$ cat config.mk
export PLATFORM = sky130hd
export DESIGN_NAME = dpm_port_ctrl
export DESIGN_NICKNAME = d
export VERILOG_FILES = /design/src/core/dpm_pkg.sv /design/src/core/dpm_port_ctrl.sv
export SDC_FILE = /design/constraint.sdc
export NUM_CORES = 1
export LEC_CHECK = 0
export BUFFER_PORTS_ARGS = -buffer_cell sky130_fd_sc_hd__buf_4
export CAP_MARGIN = 40
export CELL_PAD_IN_SITES_DETAIL_PLACEMENT = 1
export CELL_PAD_IN_SITES_GLOBAL_PLACEMENT = 2
export CORE_MARGIN = 4
export CORE_UTILIZATION = 35
export DETAILED_ROUTE_END_ITERATION = 8
export MAX_ROUTING_LAYER = met4
export PLACE_DENSITY_LB_ADDON = 0.1
export SYNTH_ARGS = -nofsm -noshare
export SYNTH_HDL_FRONTEND = slang
export SYNTH_SLANG_ARGS = --single-unit
$ cat constraint.sdc
create_clock -name clk -period 5.14 [get_ports clk]
set_input_delay 1.028 -clock clk [delete_from_list [all_inputs] [get_ports clk]]
set_output_delay 1.028 -clock clk [all_outputs]
set_load 0.02 [all_outputs]
$ cat src/core/dpm_pkg.sv
// Package for the dual-port memory port controller: widths, timing, types
`default_nettype none
package dpm_pkg;
  localparam int ADDR_W = 10;
  localparam int DATA_W = 8;
  localparam int CNT_W = 4;
  // Mailbox words: left-port flag word and right-port flag word
  localparam logic [ADDR_W-1:0] LEFT_MAILBOX_ADDR = 10'h3FE;
  localparam logic [ADDR_W-1:0] RIGHT_MAILBOX_ADDR = 10'h3FF;
  // Timing in ns, slowest speed grade, and clock period
  localparam int CLK_PERIOD_NS = 40;
  localparam int WRITE_PULSE_NS = 40;
  localparam int OUT_OFF_NS = 30;
  localparam int DATA_SETUP_TO_WRITE_END_NS = 20;
  localparam int WRITE_HOLD_AFTER_STALL_NS = 40;
  localparam int READ_ACCESS_NS = 55;
  localparam int STALL_RELEASE_TO_DATA_NS = 45;
  // Least times round up to whole cycles
  localparam int WRITE_PULSE_CYC =
    (WRITE_PULSE_NS + CLK_PERIOD_NS - 1) / CLK_PERIOD_NS;
  localparam int TURN_OFF_CYC =
    (OUT_OFF_NS + DATA_SETUP_TO_WRITE_END_NS + CLK_PERIOD_NS - 1)
    / CLK_PERIOD_NS;
  localparam int WRITE_HOLD_CYC =
    (WRITE_HOLD_AFTER_STALL_NS + CLK_PERIOD_NS - 1) / CLK_PERIOD_NS;
  localparam int READ_ACCESS_CYC =
    (READ_ACCESS_NS + CLK_PERIOD_NS - 1) / CLK_PERIOD_NS;
  localparam int STALL_DATA_CYC =
    (STALL_RELEASE_TO_DATA_NS + CLK_PERIOD_NS - 1) / CLK_PERIOD_NS;
  localparam int WR_CYC_A =
    (WRITE_PULSE_CYC > TURN_OFF_CYC) ? WRITE_PULSE_CYC : TURN_OFF_CYC;
  localparam int WR_CYC =
    (WR_CYC_A > WRITE_HOLD_CYC) ? WR_CYC_A : WRITE_HOLD_CYC;
  localparam int RD_CYC =
    (READ_ACCESS_CYC > STALL_DATA_CYC) ? READ_ACCESS_CYC : STALL_DATA_CYC;
  // Reset values of the pin drive
  localparam logic PIN_IDLE = 1'b1;

  typedef struct packed {
    logic write;
    logic [ADDR_W-1:0] addr;
    logic [DATA_W-1:0] wdata;
  } dpm_req_t;

  typedef struct packed {
    logic [ADDR_W-1:0] addr;
    logic select_n;
    logic write_n;
    logic out_en_n;
  } dpm_pins_t;

  typedef enum logic [2:0] {
    ST_IDLE = 3'h0,
    ST_SETUP = 3'h1,
    ST_STROBE = 3'h3,
    ST_RELEASE = 3'h2,
    ST_DONE = 3'h6
  } dpm_state_t;
endpackage
`default_nettype wire

$ cat src/core/dpm_port_ctrl.sv
// Controller driving one port of an asynchronous two-port memory
`default_nettype none
module dpm_port_ctrl
  import dpm_pkg::*;
(
  // Clock and reset
  input wire logic clk,
  input wire logic rst,
  // User request and answer
  input wire logic req_valid,
  output logic req_ready,
  input wire dpm_req_t req,
  output logic done,
  output logic [DATA_W-1:0] rdata,
  output logic was_stalled,
  output logic mailbox_pending,
  // Memory port pins
  output dpm_pins_t pins,
  input wire logic [DATA_W-1:0] data_in,
  output logic [DATA_W-1:0] data_out,
  output logic data_oe,
  input wire logic stall_n,
  input wire logic mailbox_flag_n
);

  // ****************************************************************
  // Pin synchronisers
  // ****************************************************************
  logic [DATA_W+1:0] sync1_reg;
  logic [DATA_W+1:0] sync2_reg;
  logic stall_s;
  logic flag_s;
  logic [DATA_W-1:0] data_s;

  always_ff @(posedge clk or posedge rst)
  begin
    if (rst)
    begin
      sync1_reg <= {(DATA_W+2){1'b1}};
      sync2_reg <= {(DATA_W+2){1'b1}};
    end
    else
    begin
      sync1_reg <= {stall_n, mailbox_flag_n, data_in};
      sync2_reg <= sync1_reg;
    end
  end

  assign stall_s = sync2_reg[DATA_W+1];
  assign flag_s = sync2_reg[DATA_W];
  assign data_s = sync2_reg[DATA_W-1:0];

  // ****************************************************************
  // Access sequencer
  // ****************************************************************
  dpm_state_t state_reg, state_next;
  logic [CNT_W-1:0] cnt_reg, cnt_next;
  dpm_pins_t pins_reg, pins_next;
  logic write_reg, write_next;
  logic [DATA_W-1:0] wdata_reg, wdata_next;
  logic oe_reg, oe_next;
  logic [DATA_W-1:0] rdata_reg, rdata_next;
  logic done_reg, done_next;
  logic stalled_reg, stalled_next;
  logic flag_reg, flag_next;

  always_comb
  begin
    state_next = state_reg;
    cnt_next = cnt_reg;
    pins_next = pins_reg;
    write_next = write_reg;
    wdata_next = wdata_reg;
    oe_next = oe_reg;
    rdata_next = rdata_reg;
    done_next = 1'b0;
    stalled_next = stalled_reg;
    flag_next = !flag_s;
    case (state_reg)
      ST_IDLE:
      begin
        if (req_valid)
        begin
          // address loaded while select and strobe high
          pins_next.addr = req.addr;
          pins_next.select_n = 1'b0;
          // outputs stay off for writes, so data may be driven
          pins_next.out_en_n = req.write;
          write_next = req.write;
          wdata_next = req.wdata;
          oe_next = req.write;
          stalled_next = 1'b0;
          cnt_next = '0;
          state_next = ST_SETUP;
        end
      end
      ST_SETUP:
      begin
        // select already low before strobe, data set up first
        pins_next.write_n = !write_reg;
        state_next = ST_STROBE;
      end
      ST_STROBE:
      begin
        // a stalled access restarts its timing once released
        if (!stall_s)
        begin
          stalled_next = 1'b1;
          cnt_next = '0;
        end
        else if (write_reg && cnt_reg >= CNT_W'(WR_CYC - 1))
        begin
          // strobe held past stall release; pulse width
          pins_next.write_n = 1'b1;
          pins_next.select_n = 1'b1;
          state_next = ST_RELEASE;
        end
        else if (!write_reg && cnt_reg >= CNT_W'(RD_CYC - 1))
        begin
          rdata_next = data_s;
          pins_next.out_en_n = 1'b1;
          pins_next.select_n = 1'b1;
          state_next = ST_RELEASE;
        end
        else
        begin
          cnt_next = cnt_reg + CNT_W'(1);
        end
      end
      ST_RELEASE:
      begin
        // Data held one cycle past strobe rise for hold time
        oe_next = 1'b0;
        done_next = 1'b1;
        state_next = ST_DONE;
      end
      ST_DONE:
      begin
        state_next = ST_IDLE;
      end
      default:
      begin
        state_next = ST_IDLE;
      end
    endcase
  end

  always_ff @(posedge clk or posedge rst)
  begin
    if (rst)
    begin
      state_reg <= ST_IDLE;
      cnt_reg <= '0;
      pins_reg <= '{addr: '0, select_n: PIN_IDLE, write_n: PIN_IDLE,
                    out_en_n: PIN_IDLE};
      write_reg <= 1'b0;
      wdata_reg <= '0;
      oe_reg <= 1'b0;
      rdata_reg <= '0;
      done_reg <= 1'b0;
      stalled_reg <= 1'b0;
      flag_reg <= 1'b0;
    end
    else
    begin
      state_reg <= state_next;
      cnt_reg <= cnt_next;
      pins_reg <= pins_next;
      write_reg <= write_next;
      wdata_reg <= wdata_next;
      oe_reg <= oe_next;
      rdata_reg <= rdata_next;
      done_reg <= done_next;
      stalled_reg <= stalled_next;
      flag_reg <= flag_next;
    end
  end

  // Stall is seen two cycles late; the device itself gates the strobe
  assign req_ready = (state_reg == ST_IDLE);
  assign pins = pins_reg;
  assign data_out = wdata_reg;
  assign data_oe = oe_reg;
  assign rdata = rdata_reg;
  assign done = done_reg;
  assign was_stalled = stalled_reg;
  assign mailbox_pending = flag_reg;

  // ****************************************************************
  // Checks
  // ****************************************************************
  logic [CNT_W-1:0] low_cnt_reg, low_cnt_next;

  always_comb
  begin
    low_cnt_next = '0;
    if (!pins_reg.write_n && stall_s)
    begin
      low_cnt_next = low_cnt_reg + CNT_W'(1);
    end
  end

  always_ff @(posedge clk or posedge rst)
  begin
    if (rst)
      low_cnt_reg <= '0;
    else
      low_cnt_reg <= low_cnt_next;
  end
endmodule
`default_nettype wire

==> summary.txt <==
Die
  – Core area: ~6300 um2
  – Initial core utilization: 36.0%
  – Die area: 7840 um2
  – I/O pins: 66
  – Height of the die: between 80 and 90 um
  – Row Count: 29
  – Die X-Extent: 88.6 um

Clock tree
  – H-tree depth: 3
  – CTS tree: built
  – Root buf cell: clkbuf_8
  – # clock sinks: 61
  – # hold bufs at CTS: 0
  – Cts repair resizes: 0
  – CTS clk-pin slew, worst paths: 0.07 ns
  – Clk buf depth: 2
  – Setup Buffers After CTS: 0
  – Clock Latency Late Sink: 0.33 ns
  – CTS Buf Count: 9

Worst setup path
  – Crit path to: req_ready
  – Crit path depth: 2
  – Worst reg2reg path startpoint: cnt_reg[0]
  – CP Max Fanout: 10
  – Crit-path max cell delay: 0.53 ns
  – Crit-path slowest cell: dfrtp_1
  – Crit-path leading delay family: flip-flops
  – Critical path class: register to output port
  – CP startpoint kind: register
  – Worst EP required: around 4.1 ns
  – Crit-path cells: nor3_1 -> buf_4
  – R2r setup slk: 3.39 ns
  – Capture point of the worst reg-to-reg path: rdata[5]
  – Worst-case reg-to-reg path depth: 5
  – Arrival time worst endpoint: 1.25 ns
  – CP endpoint kind: output port
  – Critical path buffer and inverter count: 1
  – Worst Setup SP: state_reg[1]

Pwr
  – Peak VDD IR: about 0.25 mV
  – Total power: ~1.9 mW
  – Pwr per Cell Area: 628 nW/um2
  – P_leak: between 1.5 and 2 nW

STA
  – Tmin final: 2.28 ns
  – RSZ-0062 raised after global routing: no
  – Final setup viols: 0
  – Worst Skew: between 0.005 and 0.006 ns
  – Final Max Tran Viols: 0
  – Setup tns final: 0 ns
  – Rel. slew slack: 52.1%
  – FMAX: 439 MHz
  – PnR worst setup slack: between 2 and 3 ns
  – Worst hold slack: 0.357 ns
  – Worst Tran Pin Value: 0.717 ns
  – Final worst-path cycle share: roughly 44%
  – Final hold viol count: 0

Route
  – DR pass1 iterations: 4
  – Final wirelength: 4.82 mm
  – DRT iter0 DRCs: 39
  – Final ANT Viol Nets: 0
  – # DRC: 0
  – Vias: 1505
  – Mean number of vias per cell: 4.52
  – DR WL/cell: 14.5 um

Min path
  – Hold_sp: sync1_reg[3]
  – Hold/Removal Path Class: register to register

Global route
  – Grt ovf: 0
  – Initial antenna violation count: 0
  – Vias in the first global route: between 1500 and 2000
  – Global-route wire length before repair: 8.07 mm
  – Total GRT Usage: 14.3%
  – Largest net degree at the start of global routing: 37

Synth
  – Post-Synthesis Cells: 180
  – Mapped Area: ~2300 um2
  – Seq/Total Area, Yosys: 68.5%
  – Mapped Avg Cell Area: 12.6 um2
  – Synth warn: 0
  – Most frequent cells after synthesis: 60 x nand2_1, 38 x dfrtp_1, 23 x dfstp_2
  – Post-synth EDFFs: 0
  – Ys flop type: dfrtp_1
  – Yosys cell types: 29
  – Top-area cell type share of the netlist area: 41.9%
  – Dominant cells by area after synthesis: dfrtp_1 42%, dfstp_2 27%, nand2_1 9.9%
  – Most common cell in the synthesized netlist: nand2_1
  – Ys async rst share: 100%
  – Number of synthesized register bits: 61
  – Cell accounting for the most synthesized area: dfrtp_1
  – Syn_nets: 215

Placement
  – Area after DPL: 2820 um2
  – Post-Place Setup Slack: 2.95 ns
  – IO Port Bufs: 65
  – Placed Cells: 317
  – Hpwl dp: 3.41 mm
  – Gp weighted congestion: between 0.7 and 0.8

Run
  – Max Cap Viol: 0

Finish
  – Utilization after layout: 48.2%
  – # diodes: 0
  – Design Area, Final: 3040 um2
  – Nets: 286
  – Post-route insts no fill: 333
  – Area growth from synthesis to layout: 34.0%
  – Max reg flops: 13
  – Layout cells sized above 1: 47.3%

Outcome
  – Outcome: complete, no violations
[per-layer routing]
layer	GRT usage, %	wire [um]
met2	21.1	2390
met4	4.12	31
met5	-	0
met1	18.1	2100
met3	6.15	293
[layout by cell type, fill, tap and decap left out, types with 3 or more instances in the layout]
cell type,instances
nor2_1,8
buf_4,67
a22o_1,3
ha_1,3
nor3_1,3
nand2_1,60
mux2_2,9
inv_1,4
dfrtp_1,38
clkbuf_8,9
dfstp_2,23
[power breakdown]
part | internal [mW] | switching (mW) | total, mW | leakage, nW
clock | 0.275 | 0.194 | 0.469 | 0.110
combinational | 0.308 | 0.373 | 0.681 | 0.684
sequential | 0.643 | 0.118 | 0.761 | 0.720
total | 1.23 | 0.686 | 1.91 | 1.51
[layout make-up]
cell class | count | area (um2)
Inverter | 5 | 18.8
Multi-Input combinational cell | 106 | 633
Clock buffer | 9 | 124
Fill cell | 690 | 3270
Timing Repair Buffer | 68 | 518
Sequential cell | 61 | 1560
Tap cell | 77 | 96.3
Clock inverter | 7 | 98.8
[worst min path at each step]
stage / endpoint / cells past startpoint
2_1_floorplan: sync2_reg[0] / 0
3_3_place_gp: sync2_reg[7] / 0
3_5_place_dp: sync2_reg[3] / 0
4_1_cts: sync2_reg[6] / 0
5_1_grt: sync2_reg[1] / 0
6_report: sync2_reg[3] / 0
[kinds of logic after synthesis]
group	Yosys count	share of synthesized area [%]
muxes	9	4.46
and+or+nand+nor	82	17.7
DFF	61	68.5
buffers and inverters	13	3.64
adders and majority gates	3	1.65
AOI/OAI and AO/OA	12	4.02
No activity file was read; power rests on OpenSTA's default activity.
